File: src/hw/bfu_pkg.sv
package bfu_pkg;

  // Data path and operand widths
  localparam int DATA_W = 8;
  localparam int BIT_W = 3;
  localparam int IO_AW = 5;
  localparam int CNT_W = 8;

  // Status register flag positions
  localparam int FLAG_C = 0;
  localparam int FLAG_Z = 1;
  localparam int FLAG_N = 2;
  localparam int FLAG_V = 3;
  localparam int FLAG_S = 4;
  localparam int FLAG_H = 5;
  localparam int FLAG_T = 6;
  localparam int FLAG_I = 7;
  localparam int MSB = 7;
  localparam int LSB = 0;

  // Software register indexes
  localparam logic [3:0] REG_STATUS = 4'h0;
  localparam logic [3:0] REG_CTRL = 4'h1;
  localparam logic [3:0] REG_COUNT = 4'h2;
  localparam logic [3:0] REG_LAST = 4'h3;

  // Control register fields
  localparam int CTRL_SLEEP_EN = 0;
  localparam int CTRL_MODE_LO = 1;
  localparam int CTRL_MODE_HI = 2;
  localparam int CTRL_ERR = 7;

  // Reset values
  localparam logic [7:0] STATUS_RST = 8'h00;
  localparam logic [7:0] CTRL_RST = 8'h00;
  localparam logic [7:0] ZERO_BYTE = 8'h00;
  localparam logic [7:0] ONE_BIT = 8'h01;

  // Decoded operation codes handed over by the fetch/decode path
  typedef enum logic [3:0] {
    op_nop = 4'h0,
    io_bit_set_op = 4'h1,
    io_bit_clear_op = 4'h2,
    rotate_left_carry_op = 4'h3,
    rotate_right_carry_op = 4'h4,
    bit_to_transfer_flag_op = 4'h5,
    transfer_flag_to_bit_op = 4'h6,
    overflow_set_op = 4'h7,
    overflow_clear_op = 4'h8,
    signed_flag_set_op = 4'h9,
    signed_flag_clear_op = 4'hA,
    half_carry_set_op = 4'hB,
    half_carry_clear_op = 4'hC,
    sleep_op = 4'hD,
    watchdog_restart_op = 4'hE
  } bfu_op_t;

  // One-hot mask selecting bit b of a byte
  function automatic logic [7:0] bfu_bit_mask(input logic [2:0] b);
    return ONE_BIT << b;
  endfunction

endpackage

File: src/hw/bfu_exec_if.sv
interface bfu_exec_if;
  import bfu_pkg::*;
  // Flag and register path
  bfu_op_t op;
  logic [7:0] operand;
  logic [2:0] bit_sel;
  logic [7:0] status_register_in;
  logic [7:0] result;
  logic result_we;
  logic [7:0] status_register_val;
  logic [7:0] status_register_mask;
  logic illegal;
  // I/O read-modify-write path
  logic rmw_start;
  logic rmw_set;
  logic [IO_AW-1:0] rmw_addr;
  logic rmw_busy;

  modport core (output op, operand, bit_sel, status_register_in, rmw_start, rmw_set, rmw_addr,
    input result, result_we, status_register_val, status_register_mask, illegal, rmw_busy);
  modport alu (input op, operand, bit_sel, status_register_in,
    output result, result_we, status_register_val, status_register_mask, illegal);
  modport rmw (input bit_sel, rmw_start, rmw_set, rmw_addr, output rmw_busy);
endinterface

File: src/hw/bfu_bit_alu.sv
module bfu_bit_alu (
  // Operation in, results out
  bfu_exec_if.alu ex
);
  import bfu_pkg::*;

  logic [7:0] rot;
  logic [7:0] msk;

  // Pure combinational; the core registers whatever it keeps
  always_comb begin
    rot = ZERO_BYTE;
    msk = bfu_bit_mask(ex.bit_sel);
    ex.result = ex.operand;
    ex.result_we = 1'b0;
    ex.status_register_val = ex.status_register_in;
    ex.status_register_mask = ZERO_BYTE;
    ex.illegal = 1'b0;
    unique case (ex.op)
      op_nop, io_bit_set_op, io_bit_clear_op, sleep_op, watchdog_restart_op: begin
      end
      rotate_left_carry_op, rotate_right_carry_op: begin
        if (ex.op == rotate_left_carry_op) begin
          rot = {ex.operand[MSB-1:LSB], ex.status_register_in[FLAG_C]};
          ex.status_register_val[FLAG_C] = ex.operand[MSB];
        end else begin
          rot = {ex.status_register_in[FLAG_C], ex.operand[MSB:LSB+1]};
          ex.status_register_val[FLAG_C] = ex.operand[LSB];
        end
        ex.result = rot;
        ex.result_we = 1'b1;
        ex.status_register_val[FLAG_Z] = (rot == ZERO_BYTE);
        ex.status_register_val[FLAG_N] = rot[MSB];
        ex.status_register_val[FLAG_V] = rot[MSB] ^ ex.status_register_val[FLAG_C];
        ex.status_register_mask = bfu_bit_mask(BIT_W'(FLAG_C)) | bfu_bit_mask(BIT_W'(FLAG_Z)) |
          bfu_bit_mask(BIT_W'(FLAG_N)) | bfu_bit_mask(BIT_W'(FLAG_V));
      end
      bit_to_transfer_flag_op: begin
        ex.status_register_val[FLAG_T] = |(ex.operand & msk);
        ex.status_register_mask = bfu_bit_mask(BIT_W'(FLAG_T));
      end
      transfer_flag_to_bit_op: begin
        // Only the selected bit moves; the rest pass through
        ex.result = ex.status_register_in[FLAG_T] ? (ex.operand | msk) : (ex.operand & ~msk);
        ex.result_we = 1'b1;
      end
      overflow_set_op, overflow_clear_op: begin
        ex.status_register_val[FLAG_V] = (ex.op == overflow_set_op);
        ex.status_register_mask = bfu_bit_mask(BIT_W'(FLAG_V));
      end
      signed_flag_set_op, signed_flag_clear_op: begin
        ex.status_register_val[FLAG_S] = (ex.op == signed_flag_set_op);
        ex.status_register_mask = bfu_bit_mask(BIT_W'(FLAG_S));
      end
      half_carry_set_op, half_carry_clear_op: begin
        ex.status_register_val[FLAG_H] = (ex.op == half_carry_set_op);
        ex.status_register_mask = bfu_bit_mask(BIT_W'(FLAG_H));
      end
      default: begin
        ex.illegal = 1'b1;
      end
    endcase
  end

endmodule // bfu_bit_alu

File: src/hw/bfu_io_rmw.sv
module bfu_io_rmw (
  // Clock and reset
  input wire logic ref_clk,
  input wire logic rst,
  // Control from the core
  bfu_exec_if.rmw ex,
  // I/O space
  output logic io_rd_en,
  output logic [bfu_pkg::IO_AW-1:0] io_addr,
  input wire logic [7:0] io_rd_data,
  output logic io_wr_en,
  output logic [7:0] io_wr_data
);
  import bfu_pkg::*;

  typedef enum logic [1:0] {
    rmw_idle = 2'b01,
    rmw_read = 2'b10
  } bfu_rmw_t;

  bfu_rmw_t state_ff, nxt_state;
  logic [IO_AW-1:0] addr_ff, nxt_addr;
  logic [7:0] msk_ff, nxt_msk;
  logic set_ff, nxt_set;
  logic wr_ff, nxt_wr;
  logic [7:0] wdat_ff, nxt_wdat;

  // Read in the cycle after acceptance, write back in the one after that
  always_comb begin
    nxt_state = state_ff;
    nxt_addr = addr_ff;
    nxt_msk = msk_ff;
    nxt_set = set_ff;
    nxt_wr = 1'b0;
    nxt_wdat = wdat_ff;
    unique case (state_ff)
      rmw_idle: begin
        if (ex.rmw_start) begin
          nxt_state = rmw_read;
          nxt_addr = ex.rmw_addr;
          nxt_msk = bfu_bit_mask(ex.bit_sel);
          nxt_set = ex.rmw_set;
        end
      end
      rmw_read: begin
        nxt_state = rmw_idle;
        nxt_wr = 1'b1;
        nxt_wdat = set_ff ? (io_rd_data | msk_ff) : (io_rd_data & ~msk_ff);
      end
    endcase
  end

  always_ff @(posedge ref_clk) begin
    if (rst) begin
      state_ff <= rmw_idle;
      addr_ff <= '0;
      msk_ff <= ZERO_BYTE;
      set_ff <= 1'b0;
      wr_ff <= 1'b0;
      wdat_ff <= ZERO_BYTE;
    end else begin
      state_ff <= nxt_state;
      addr_ff <= nxt_addr;
      msk_ff <= nxt_msk;
      set_ff <= nxt_set;
      wr_ff <= nxt_wr;
      wdat_ff <= nxt_wdat;
    end
  end

  assign ex.rmw_busy = (state_ff == rmw_read);
  assign io_rd_en = (state_ff == rmw_read);
  assign io_addr = addr_ff;
  assign io_wr_en = wr_ff;
  assign io_wr_data = wdat_ff;

endmodule // bfu_io_rmw

File: src/hw/bfu_top.sv
module bfu_top (
  // Clock and reset
  input wire logic ref_clk,
  input wire logic rst,

  // Instruction from decode
  input wire logic instr_valid,
  output logic instr_ready,
  input wire logic [3:0] instr_code,
  input wire logic [bfu_pkg::BIT_W-1:0] instr_bit,
  input wire logic [bfu_pkg::IO_AW-1:0] instr_io_addr,
  input wire logic [bfu_pkg::DATA_W-1:0] instr_reg_data,

  // General register write-back
  output logic reg_wr_en,
  output logic [bfu_pkg::DATA_W-1:0] reg_wr_data,

  // I/O space
  output logic io_rd_en,
  output logic [bfu_pkg::IO_AW-1:0] io_addr,
  input wire logic [bfu_pkg::DATA_W-1:0] io_rd_data,
  output logic io_wr_en,
  output logic [bfu_pkg::DATA_W-1:0] io_wr_data,

  // Status register and system requests
  output logic [bfu_pkg::DATA_W-1:0] status_q,
  output logic sleep_req,
  output logic [1:0] sleep_mode,
  output logic wdt_restart,

  // Software register port
  input wire logic [3:0] sw_addr,
  input wire logic [7:0] sw_wdata,
  input wire logic sw_wr,
  input wire logic sw_rd,
  output logic [7:0] sw_rdata
);
  import bfu_pkg::*;

  bfu_exec_if ex ();

  logic accept;
  bfu_op_t op;
  logic is_rmw;

  logic [7:0] status_register_ff, nxt_status_register;
  logic [7:0] status_register_base;

  logic reg_we_ff, nxt_reg_we;
  logic [7:0] reg_dat_ff, nxt_reg_dat;

  logic sleep_ff, nxt_sleep;
  logic wdt_ff, nxt_wdt;

  logic [7:0] ctrl_ff, nxt_ctrl;
  logic [CNT_W-1:0] cnt_ff, nxt_cnt;
  logic [3:0] last_ff, nxt_last;
  logic [7:0] rdat_ff, nxt_rdat;

  // Decoded code; illegal codes flow to the datapath which flags them
  assign op = bfu_op_t'(instr_code);

  // Stall only while the I/O sequencer holds its read slot
  assign instr_ready = ~ex.rmw_busy;

  assign accept = instr_valid & instr_ready;

  // Only the two I/O bit forms go through the read-modify-write path
  assign is_rmw = (op == io_bit_set_op) | (op == io_bit_clear_op);

  // Datapath request; a stall presents a no-op so nothing changes
  always_comb begin
    ex.op = accept ? op : op_nop;
    ex.operand = instr_reg_data;
    ex.bit_sel = instr_bit;
    ex.status_register_in = status_register_ff;
  end

  // Sequencer start for set/clear of an I/O bit
  always_comb begin
    ex.rmw_start = accept & is_rmw;
    ex.rmw_set = (op == io_bit_set_op);
    ex.rmw_addr = instr_io_addr;
  end

  bfu_bit_alu u_alu (
    .ex(ex.alu)
  );

  bfu_io_rmw u_rmw (
    .ref_clk(ref_clk),
    .rst(rst),
    .ex(ex.rmw),
    .io_rd_en(io_rd_en),
    .io_addr(io_addr),
    .io_rd_data(io_rd_data),
    .io_wr_en(io_wr_en),
    .io_wr_data(io_wr_data)
  );

  // Status register: software write first, then the instruction's own
  // flags on top; merging by mask means a software write to another
  // flag in the same cycle is not lost
  always_comb begin
    status_register_base = status_register_ff;
    if (sw_wr && (sw_addr == REG_STATUS)) begin
      status_register_base = sw_wdata;
    end
    nxt_status_register = (status_register_base & ~ex.status_register_mask) | (ex.status_register_val & ex.status_register_mask);
  end

  always_ff @(posedge ref_clk) begin
    if (rst) begin
      status_register_ff <= STATUS_RST;
    end else begin
      status_register_ff <= nxt_status_register;
    end
  end

  // Register write-back lands one cycle after acceptance
  always_comb begin
    nxt_reg_we = ex.result_we;
    nxt_reg_dat = reg_dat_ff;
    if (ex.result_we) begin
      nxt_reg_dat = ex.result;
    end
  end

  always_ff @(posedge ref_clk) begin
    if (rst) begin
      reg_we_ff <= 1'b0;
      reg_dat_ff <= ZERO_BYTE;
    end else begin
      reg_we_ff <= nxt_reg_we;
      reg_dat_ff <= nxt_reg_dat;
    end
  end

  // Sleep and watchdog requests: single-cycle pulses, no flag change.
  // Sleep is only handed over while software has enabled it, so a
  // stray sleep instruction cannot stop the core by accident.
  always_comb begin
    nxt_sleep = accept && (op == sleep_op) && ctrl_ff[CTRL_SLEEP_EN];
    nxt_wdt = accept && (op == watchdog_restart_op);
  end

  always_ff @(posedge ref_clk) begin
    if (rst) begin
      sleep_ff <= 1'b0;
      wdt_ff <= 1'b0;
    end else begin
      sleep_ff <= nxt_sleep;
      wdt_ff <= nxt_wdt;
    end
  end

  // Control register; the error bit is sticky and cleared by writing
  // one, and a new illegal code in the same cycle wins over the clear
  always_comb begin
    nxt_ctrl = ctrl_ff;
    if (sw_wr && (sw_addr == REG_CTRL)) begin
      nxt_ctrl[CTRL_MODE_HI:CTRL_SLEEP_EN] = sw_wdata[CTRL_MODE_HI:CTRL_SLEEP_EN];
      if (sw_wdata[CTRL_ERR]) begin
        nxt_ctrl[CTRL_ERR] = 1'b0;
      end
    end
    if (ex.illegal) begin
      nxt_ctrl[CTRL_ERR] = 1'b1;
    end
  end

  always_ff @(posedge ref_clk) begin
    if (rst) begin
      ctrl_ff <= CTRL_RST;
    end else begin
      ctrl_ff <= nxt_ctrl;
    end
  end

  // Accepted-instruction counter and last accepted code.
  // The counter wraps; it is a debug aid, not a cycle count.
  always_comb begin
    nxt_cnt = cnt_ff;
    nxt_last = last_ff;
    if (accept) begin
      nxt_cnt = cnt_ff + CNT_W'(1);
      nxt_last = instr_code;
    end
  end

  always_ff @(posedge ref_clk) begin
    if (rst) begin
      cnt_ff <= '0;
      last_ff <= '0;
    end else begin
      cnt_ff <= nxt_cnt;
      last_ff <= nxt_last;
    end
  end

  // Read data stands only in the cycle after the read strobe
  always_comb begin
    nxt_rdat = ZERO_BYTE;
    if (sw_rd) begin
      unique case (sw_addr)
        REG_STATUS: nxt_rdat = status_register_ff;
        REG_CTRL: nxt_rdat = ctrl_ff;
        REG_COUNT: nxt_rdat = cnt_ff;
        REG_LAST: nxt_rdat = {4'h0, last_ff};
        default: nxt_rdat = ZERO_BYTE; // Unmapped reads as zero
      endcase
    end
  end

  always_ff @(posedge ref_clk) begin
    if (rst) begin
      rdat_ff <= ZERO_BYTE;
    end else begin
      rdat_ff <= nxt_rdat;
    end
  end

  // Outputs
  assign reg_wr_en = reg_we_ff;
  assign reg_wr_data = reg_dat_ff;
  assign status_q = status_register_ff;
  assign sleep_req = sleep_ff;
  assign sleep_mode = ctrl_ff[CTRL_MODE_HI:CTRL_MODE_LO];
  assign wdt_restart = wdt_ff;
  assign sw_rdata = rdat_ff;

endmodule // bfu_top

File: config.mk
export PLATFORM = sky130hd
export DESIGN_NAME = bfu_top
export DESIGN_NICKNAME = d
export VERILOG_FILES = /design/src/hw/bfu_pkg.sv /design/src/hw/bfu_exec_if.sv /design/src/hw/bfu_bit_alu.sv /design/src/hw/bfu_io_rmw.sv /design/src/hw/bfu_top.sv
export SDC_FILE = /design/constraint.sdc
export NUM_CORES = 1
export LEC_CHECK = 0
export ABC_AREA = 1
export BUFFER_PORTS_ARGS = -buffer_cell sky130_fd_sc_hd__buf_2
export CORE_UTILIZATION = 49
export CTS_BUF_LIST = sky130_fd_sc_hd__clkbuf_8 sky130_fd_sc_hd__clkbuf_16
export DETAILED_ROUTE_END_ITERATION = 8
export GPL_ROUTABILITY_DRIVEN = 0
export MAX_ROUTING_LAYER = met4
export PLACE_DENSITY_LB_ADDON = 0.08
export SLEW_MARGIN = 20
export SYNTH_ARGS = -nofsm -noshare
export SYNTH_HDL_FRONTEND = slang
export SYNTH_HIERARCHICAL = 1
export SYNTH_SLANG_ARGS = --single-unit
File: constraint.sdc
create_clock -name ref_clk -period 2.3 [get_ports ref_clk]
set_input_delay 0.115 -clock ref_clk [delete_from_list [all_inputs] [get_ports ref_clk]]
set_output_delay 0.115 -clock ref_clk [all_outputs]
set_load 0.02 [all_outputs]
==> flow_summary.json, run 1 <==
{
  "cellPowerDensity_nw_per_um2": 635.7,
  "grt_pass1_wl_mm": 16.08,
  "synthSimpleGateAreaFrac_pct": 42.06,
  "routedWlPerCell_um": 12.02,
  "synthToLayoutAreaGrowth_pct": 20.48,
  "drive_above_1_share_pct": 21.23,
  "combPwrFrac_pct": 16.8,
  "yosys-top-cells-area": "dfxtp_1 (35%), nand2_1 (18%), nor2_1 (8.8%)",
  "final_antenna_net_count": 0,
  "p_sw_uw": 829.5,
  "num_rows": 31,
  "ys_seq_area_share_pct": 35.42,
  "yosysWarnings": 6,
  "seqPwrFrac_pct": 42.8,
  "grt_start_max_net_pins": 27,
  "routed_wirelength_mm": 9.571,
  "synth_top_family_by_area": "simple AND/OR/NAND/NOR gates",
  "crit_arrival_ns": 2.32,
  "clock-sinks": 68,
  "synth_xor_area_share_pct": 0.2279,
  "finalMaxSlewViolations": 0,
  "synth_top_cell_by_area": "dfxtp_1",
  "cp-end-kind": "register",
  "power_mw": 2.944,
  "hold_viol_final": 0,
  "maxCapViolations": 0,
  "grt_remaining_overflow": 0,
  "cts_tree": "yes",
  "initial_core_util_pct": 51.88,
  "die_y_um": 90.57,
  "internal_power_mw": 2.114,
  "synth_cell_types": 38,
  "avgSynthCellArea_sq_um": 6.395,
  "tightest_slew_ns": 0.5814,
  "synth_fp_nets": 647,
  "leakagePower_nw": 2.424,
  "startpoint_type": "register",
  "numCtsBuffers": 9,
  "period_minus_slack_ns": 2.088,
  "drt_iter0_drc": 172,
  "skew_ns": 0.009375,
  "first_global_vias": 3568,
  "synth_fa_ha_area_share_pct": 0.3255,
  "max-vdd-ir-drop_v": 0.0003549,
  "layoutNonFillerInstCount": 796,
  "ff_latch_area_sq_um": 1361,
  "multiInputGateArea_sq_um": 2044,
  "synthCells": 601,
  "holdWs_ns": 0.03499,
  "synth_top_area_share_pct": 35.42,
  "swShare_pct": 28.18,
  "cts_buffer_depth": 2,
  "die_w_um": 90.57,
  "slew_headroom_pct": 61.15,
  "ys_ff_latch": 68,
  "dieArea_sq_um": 8202,
  "clock.fmax_mhz": 479.0,
  "clockPowerShare_pct": 40.4,
  "drc": 0,
  "dpl.cell_count": 778,
  "portBuffers": 89,
  "num_vias": 3970,
  "final_core_util_pct": 62.51,
  "fin_crit_sh_pct": 90.77,
  "required_ns": 2.54,
  "ios": 90,
  "tns_ns": 0,
  "hp-class": "in -> reg",
  "path_clk_slew_ns": 0.07,
  "drtPass1Iterations": 4,
  "syn-cell-area_sq_um": 3844,
  "avgViaCountPerCell": 4.987,
  "final_nets": 738,
  "status": "completed",
  "synthMuxAreaShare_pct": 0,
  "cts_htree_levels": 3,
  "crit_type": "reg -> reg",
  "rsz0062_at_grt": "no",
  "path_max_fanout": 13,
  "track_usage_pct": 25.00,
  "postCtsHoldBufs": 0,
  "antenna-diode-count": 0,
  "core_sq_um": 7408,
  "clock_latency_ns": 0.35,
  "dp_hpwl_mm": 7.231,
  "synth_compound_area_share_pct": 9.961,
  "cts_root_buf": "clkbuf_8",
  "n_fill_cell": 733,
  "antenna_found_initial": 0,
  "finalSetupViolations": 0
}
area by class of cell:
type	instances	area share, %
clock buffers	9	2.675
multi-input cells	432	44.15
clock inverters	7	2.513
well taps	99	2.675
flip-flops and latches	68	29.40
inverters	78	6.701
repair buffers	103	11.89
layer usage:
layer	part of all wire [%]	wire, um	GRT usage (%)	up-vias
met3	5.3	507	5.387	19
met5	0	0	-	-
li1	-	-	-	2084
met2	46	4431	38.64	117
met1	47	4452	32.43	1750
met4	1.9	179	8.199	0
metrics by stage:
stage | setup WS, ns | cell area [sq um]
after floorplan | 0.02240 | 3847
final | 0.2123 | 4631
after global placement | 0.1725 | 4354
after CTS | 0.03655 | 4594
after detailed placement | 0.05166 | 4354
after global routing | 0.004690 | 4631
logic make-up after synthesis:
kind of cell             count (synthesis)
XOR/XNOR                                 1
buffers and inverters                  101
AO/OA/AOI/OAI                           67
other                                    1
adder cells (fa/ha/maj)                  1
flip-flops                              68
AND/OR/NAND/NOR                        362
cell usage after synthesis:
master,instances
nor2_1,90
nand4_1,20
buf_8,1
clkinv_2,1
nor2_2,3
o21ai_1,3
buf_1,1
buf_4,9
xor2_1,1
buf_2,10
nor3_4,1
buf_6,1
clkinv_1,1
nor4_1,1
nand2_1,184
a211oi_1,1
nor2_8,2
inv_1,72
nand3_1,42
nand3_2,2
o21ai_2,1
clkbuf_1,1
a21oi_1,23
o21ai_0,22
o211ai_1,16
ha_1,1
inv_4,3
clkinv_4,1
nand2_8,1
nor2_4,4
dfxtp_1,68
conb_1,1
nand2_2,4
nand2_4,1
o22ai_1,1
nand3_4,1
nor3_1,5
nand3b_1,1
power groups by stage:
stage                     clock network, mW  registers, mW  logic [mW]
after floorplan                           0           1.32       0.294
after global placement                    0           1.29       0.471
after detailed placement                  0           1.29       0.480
after CTS                              1.21           1.26       0.482
after global routing                   1.27           1.27       0.552
final                                  1.19           1.26       0.494
what timing repair did:
item / 4_1_cts / 5_1_grt
setup endpoints to repair: 0 / 12
endpoints found under the hold margin: 0 / 0
setup buffers: 0 / 2
resized for setup: 0 / 7
path summary, 6_finish.rpt:
path / from / endpoint / slack (ns) / depth (start not counted)
hold reg to reg: u_rmw/io_wr_data[5]$_SDFFE_PP0N_ / u_rmw/io_wr_data[5]$_SDFFE_PP0N_ / 0.45 / 2
hold / removal: instr_io_addr[0] / u_rmw/io_addr[0]$_SDFFE_PP0P_ / 0.03 / 3
setup / recovery: u_rmw/state_ff[1]$_SDFFE_PP0P_ / reg_wr_data[6]$_SDFFE_PP0P_ / 0.21 / 13
setup reg to reg: u_rmw/state_ff[1]$_SDFFE_PP0P_ / reg_wr_data[6]$_SDFFE_PP0P_ / 0.21 / 13
critical path, cell delays in order, from the launching register on:
cell and delay, ns:
dfxtp_1 0.34, inv_1 0.06, nor2_1 0.12, inv_1 0.08, nand2_2 0.17, nor2_1 0.13
nor2_2 0.20, inv_1 0.13, nor2_8 0.17, nor2_4 0.08, inv_4 0.13, clkinvlp_4 0.18
nor2_1 0.13, nor2_1 0.05
placed cells by master (no fill, tap or decap), types with 2 or more instances in the layout:
master	netlist	layout
nand2_2	4	5
o211ai_1	16	16
o21ai_0	22	21
nand3_1	42	42
o21ai_1	3	4
inv_4	3	3
buf_4	9	14
nand3_2	2	2
clkbuf_8	0	9
nor2_8	2	2
clkinv_2	1	2
nor2_1	90	87
nand2_1	184	183
nor2_4	4	6
bufinv_16	0	3
buf_2	10	89
nor3_1	5	5
clkinv_4	1	3
nand4_1	20	20
inv_1	72	73
nor2_2	3	4
dfxtp_1	68	68
a21oi_1	23	23
Power figures use the tool's default switching activity.
==> run 2: changes to the inputs <==
--- a/config.mk
+++ b/config.mk
@@ -7,6 +7,7 @@
 export LEC_CHECK = 0
 export ABC_AREA = 1
 export BUFFER_PORTS_ARGS = -buffer_cell sky130_fd_sc_hd__buf_2
+export CORE_ASPECT_RATIO = 1.2
 export CORE_UTILIZATION = 49
 export CTS_BUF_LIST = sky130_fd_sc_hd__clkbuf_8 sky130_fd_sc_hd__clkbuf_16
 export DETAILED_ROUTE_END_ITERATION = 8
==> constraint.sdc (replaced) <==
create_clock -name ref_clk -period 1.92 [get_ports ref_clk]
set_input_delay 0.096 -clock ref_clk [delete_from_list [all_inputs] [get_ports ref_clk]]
set_output_delay 0.096 -clock ref_clk [all_outputs]
set_load 0.02 [all_outputs]
==> flow_summary.json, run 2 (synthesis gave the netlist of run 1 again) <==
{
  "tns_ns": 0,
  "slew_headroom_pct": 63.19,
  "drtPass1Iterations": 7,
  "grt_start_max_net_pins": 26,
  "leakagePower_nw": 2.545,
  "core_sq_um": 7620,
  "final_antenna_net_count": 0,
  "holdWs_ns": 0.01421,
  "final_common_cell": "nand2_1",
  "violations": "design-rule violations",
  "drt_iter0_drc": 189,
  "rsz0062_at_grt": "yes",
  "finalMaxSlewViolations": 0,
  "num_vias": 4140,
  "final_nets": 757,
  "clock.fmax_mhz": 535.8,
  "cts_buffer_depth": 2,
  "fin_crit_sh_pct": 97.22,
  "layout_common_cells": "nand2_1 (179), buf_2 (89), nor2_1 (84)",
  "num_rows": 35,
  "tightest_slew_ns": 0.5509,
  "n_fill_cell": 740,
  "die_w_um": 82.85,
  "clock_latency_ns": 0.35,
  "status": "finished, violations left",
  "cellPowerDensity_nw_per_um2": 765.8,
  "ios": 90,
  "synthToLayoutAreaGrowth_pct": 27.57,
  "finalSetupViolations": 0,
  "portBuffers": 89,
  "skew_ns": 0.01014,
  "avgViaCountPerCell": 5.130,
  "dieArea_sq_um": 8204,
  "routed_wirelength_mm": 10.12,
  "period_minus_slack_ns": 1.867,
  "die_y_um": 99.02,
  "hold_viol_final": 0,
  "path_max_fanout": 8,
  "crit_type": "reg -> reg",
  "dp_hpwl_mm": 7.270,
  "grt_pass1_wl_mm": 16.20,
  "cts_htree_levels": 3,
  "cp-end-kind": "register",
  "initial_core_util_pct": 50.44,
  "first_global_vias": 3650,
  "clock-sinks": 68,
  "grt_remaining_overflow": 0,
  "drive_above_1_share_pct": 25.87,
  "cts_tree": "yes",
  "drc": 2,
  "maxCapViolations": 0,
  "antenna-diode-count": 0,
  "hp-class": "in -> reg",
  "antenna_found_initial": 0,
  "track_usage_pct": 24.94,
  "required_ns": 2.17,
  "path_clk_slew_ns": 0.08,
  "numCtsBuffers": 9,
  "max-vdd-ir-drop_v": 0.0006579,
  "startpoint_type": "register",
  "routedWlPerCell_um": 12.54,
  "crit_arrival_ns": 2.12,
  "cts_root_buf": "clkbuf_8"
}
==> run 2: changes by cell type in the layout (fill, tap and decap cells not counted), moves of 3 or more <==
cell     previous run  this run
buf_4              14        28
inv_1              73        70
nand2_1           183       179
nand2_4             1         4
nor2_1             87        84
nor2_4              6        10
o21ai_0            21        14
o21ai_2             1         6
==> run 2: final cells by class <==
type	count	area, sq um	share of cell area, %
clock buffers	9	123.9	2.526
clock inverters	6	137.6	2.807
inverters	78	312.8	6.379
multi-input cells	434	2152	43.89
flip-flops and latches	68	1364	27.81
well taps	92	115.1	2.348
repair buffers	120	698.2	14.24
==> run 2: stage by stage <==
step	cell area (sq um)	util [%]	power, mW	instances	setup WS [ns]
floorplan	3897	-	1.950	601	-0.02798
global placement	4447	58.36	2.139	779	0.03497
detailed placement	4447	58.36	2.148	779	-0.07773
CTS	4713	61.86	3.719	794	0.02360
global route	4903	64.35	3.918	807	-0.07702
finish	4903	64.35	3.755	807	0.05346
==> run 2: per-layer routing <==
layer	vias up	track usage [%]	part of all wire, %
met5	-	-	0
met3	25	5.611	5.9
met2	140	41.93	48
met1	1852	30.34	44
met4	0	5.968	2.2
li1	2123	-	-
==> run 2: path summary, 6_finish.rpt <==
path                            slack (ns)                              from                               end  cells past startpoint
worst min register to register        0.45  u_rmw/io_wr_data[1]$_SDFFE_PP0N_  u_rmw/io_wr_data[1]$_SDFFE_PP0N_                      2
worst min-delay path                  0.01                  instr_io_addr[4]     u_rmw/io_addr[4]$_SDFFE_PP0P_                      3
worst max register to register        0.05    u_rmw/state_ff[1]$_SDFFE_PP0P_       reg_wr_data[5]$_SDFFE_PP0P_                     14
worst max-delay path                  0.05    u_rmw/state_ff[1]$_SDFFE_PP0P_       reg_wr_data[5]$_SDFFE_PP0P_                     14
==> run 2: where the power goes <==
group          internal, mW  switching, mW  leakage, nW
clock                 0.992          0.582        0.129
sequential             1.47         0.0455        0.553
combinational         0.246          0.419         1.86
==> run 2: repair_timing <==
action | 4_1_cts | 5_1_grt
hold buffers | 0 | 0
pin swaps | 0 | 22
setup endpoints to repair | 8 | 20
buffers inserted | 0 | 11
cloned | 0 | 2
gates resized for setup | 2 | 22
==> run 2: worst max-delay path: stages, from the launching register on <==
cell and delay, ns:
dfxtp_2 0.33, inv_2 0.07, nor2_4 0.04, inv_4 0.07
nand2_8 0.07, nor2_4 0.16, nor2_4 0.07, buf_12 0.13
nand2_8 0.08, nand2_4 0.10, nor2_4 0.18, inv_4 0.08
buf_4 0.16, o21ai_0 0.15, nor2_1 0.05
==> run 3: changes to the inputs <==
--- a/config.mk
+++ b/config.mk
@@ -12,7 +12,6 @@
 export CTS_BUF_LIST = sky130_fd_sc_hd__clkbuf_8 sky130_fd_sc_hd__clkbuf_16
 export DETAILED_ROUTE_END_ITERATION = 8
 export GPL_ROUTABILITY_DRIVEN = 0
-export MAX_ROUTING_LAYER = met4
 export PLACE_DENSITY_LB_ADDON = 0.08
 export SLEW_MARGIN = 20
 export SYNTH_ARGS = -nofsm -noshare
==> flow_summary.json, run 3 (synthesis gave the netlist of run 1 again) <==
{
  "cpMostUsedCell": "nor2_4",
  "max-vdd-ir-drop_v": 0.0006583,
  "hold_depth": 3,
  "fin_crit_sh_pct": 97.27,
  "n_fill_cell": 740,
  "core_sq_um": 7620,
  "die_y_um": 99.02,
  "drc": 2,
  "cp_top_family": "simple AND/OR/NAND/NOR gates",
  "hp-class": "in -> reg",
  "slowest_stage": "dfxtp_2",
  "finalSetupViolations": 0,
  "dieArea_sq_um": 8204,
  "num_vias": 4132,
  "final_antenna_net_count": 0,
  "r2r_setup_slack_ns": 0.05,
  "r2r_end": "reg_wr_data[5]$_SDFFE_PP0P_",
  "maxCapViolations": 0,
  "leakagePower_nw": 2.545,
  "final_nets": 757,
  "grt_remaining_overflow": 0,
  "cts_htree_levels": 3,
  "met1_usage_pct": 30.39,
  "violations": "design-rule violations",
  "ios": 90,
  "r2r.worst_path.cells": 14,
  "startpoint_type": "register",
  "routedWlPerCell_um": 12.62,
  "dp_hpwl_mm": 7.270,
  "clock.fmax_mhz": 535.4,
  "grt.met2_usage_pct": 41.93,
  "initial_core_util_pct": 50.44,
  "grt_util_met3_pct": 4.858,
  "skew_ns": 0.009615,
  "path_clk_slew_ns": 0.08,
  "numCtsBuffers": 9,
  "crit_buf_inv": 5,
  "die_w_um": 82.85,
  "cts_tree": "yes",
  "clock-sinks": 68,
  "design_area_sq_um": 4903,
  "grt_pass1_wl_mm": 16.23,
  "holdPathEnd": "u_rmw/io_addr[4]$_SDFFE_PP0P_",
  "final_common_cell": "nand2_1",
  "slew_headroom_pct": 62.84,
  "num_rows": 35,
  "grt_most_used_layer": "met2",
  "layoutNonFillerInstCount": 807,
  "antenna_found_initial": 0,
  "tightest_slew_ns": 0.5561,
  "required_ns": 2.17,
  "dpl.cell_count": 779,
  "cp-end-kind": "register",
  "max_stage_delay_ns": 0.33,
  "routed_wirelength_mm": 10.19,
  "track_usage_pct": 24.22,
  "drtPass1Iterations": 7,
  "drt_iter0_drc": 207,
  "drive_above_1_share_pct": 25.87,
  "first_global_vias": 3650,
  "r2r_start": "u_rmw/state_ff[1]$_SDFFE_PP0P_",
  "period_minus_slack_ns": 1.868,
  "postCtsHoldBufs": 0,
  "fin_ws_ns": 0.05235,
  "holdCritStartpoint": "instr_io_addr[4]",
  "grt_start_max_net_pins": 26,
  "cellPowerDensity_nw_per_um2": 767.5,
  "post-place-ws_ns": -0.07773,
  "path_max_fanout": 8,
  "rsz0062_at_grt": "yes",
  "crit_type": "reg -> reg",
  "path_cells": "inv_2, nor2_4, inv_4, nand2_8, nor2_4, nor2_4, buf_12, nand2_8, nand2_4, nor2_4, inv_4, buf_4, o21ai_0, nor2_1",
  "clock_latency_ns": 0.36,
  "portBuffers": 89,
  "finalMaxSlewViolations": 0,
  "layout_common_cells": "nand2_1 (179), buf_2 (89), nor2_1 (84)",
  "hold_viol_final": 0,
  "cts_buffer_depth": 2,
  "avgViaCountPerCell": 5.120,
  "cts_root_buf": "clkbuf_8",
  "crit_arrival_ns": 2.12,
  "synthToLayoutAreaGrowth_pct": 27.57,
  "placed_area_sq_um": 4447,
  "antenna-diode-count": 0,
  "status": "finished, violations left",
  "final_core_util_pct": 64.35
}
==> run 3: worst max-delay path by stage <==
stage | cells past startpoint | slack, ns | startpoint | endpoint
2_1_floorplan | 17 | -0.03 | u_rmw/state_ff[1]$_SDFFE_PP0P_ | register
4_1_cts | 14 | 0.02 | u_rmw/state_ff[1]$_SDFFE_PP0P_ | reg_wr_data[6]$_SDFFE_PP0P_
5_1_grt | 18 | -0.08 | u_rmw/state_ff[1]$_SDFFE_PP0P_ | register
3_5_place_dp | 14 | -0.08 | u_rmw/state_ff[1]$_SDFFE_PP0P_ | reg_wr_data[0]$_SDFFE_PP0P_
6_report | 14 | 0.05 | u_rmw/state_ff[1]$_SDFFE_PP0P_ | reg_wr_data[5]$_SDFFE_PP0P_
3_3_place_gp | 13 | 0.03 | u_rmw/state_ff[1]$_SDFFE_PP0P_ | reg_wr_data[5]$_SDFFE_PP0P_
==> run 3: timing repair <==
| item | CTS | global route |
|---|---|---|
| setup buffers | 0 | 11 |
| resized for setup | 2 | 22 |
| pin swaps | 0 | 22 |
| setup endpoints to repair | 8 | 20 |
| gates cloned | 0 | 2 |
| hold endpoints to repair | 0 | 0 |
==> run 3: per-layer routing <==
layer,wire length [um],part of all wire (%)
met2,4831,47
met4,249,2.4
met5,0,0
met1,4579,45
met3,526,5.2
==> run 3: per-stage QoR <==
| step | total power, mW | hold WS [ns] | setup TNS [ns] |
|---|---|---|---|
| CTS | 3.719 | 0.004771 | 0 |
| global placement | 2.139 | 0.3633 | 0 |
| global route | 3.916 | 0.009138 | -0.3161 |
| floorplan | 1.950 | 0.2309 | -0.1716 |
| finish | 3.763 | 0.008040 | 0 |
| detailed placement | 2.148 | 0.3635 | -0.2021 |
==> run 3: tightest hold or removal path: stages <==
cell and delay [ns]:
buf_2 0.10, nand3_1 0.07, a21oi_1 0.05
==> run 3: area by class of cell <==
class / count / area (sq um) / area share, %
clock inverter: 6 / 137.6 / 2.807
timing repair buffer: 120 / 698.2 / 14.24
clock buffer: 9 / 123.9 / 2.526
inverter: 78 / 312.8 / 6.379
multi-input combinational: 434 / 2152 / 43.89
sequential: 68 / 1364 / 27.81
tap: 92 / 115.1 / 2.348
==> run 3: power breakdown <==
group / switching, mW / total [mW] / internal [mW]
logic: 0.419 / 0.665 / 0.246
registers: 0.0456 / 1.52 / 1.47
clock network: 0.591 / 1.58 / 0.992
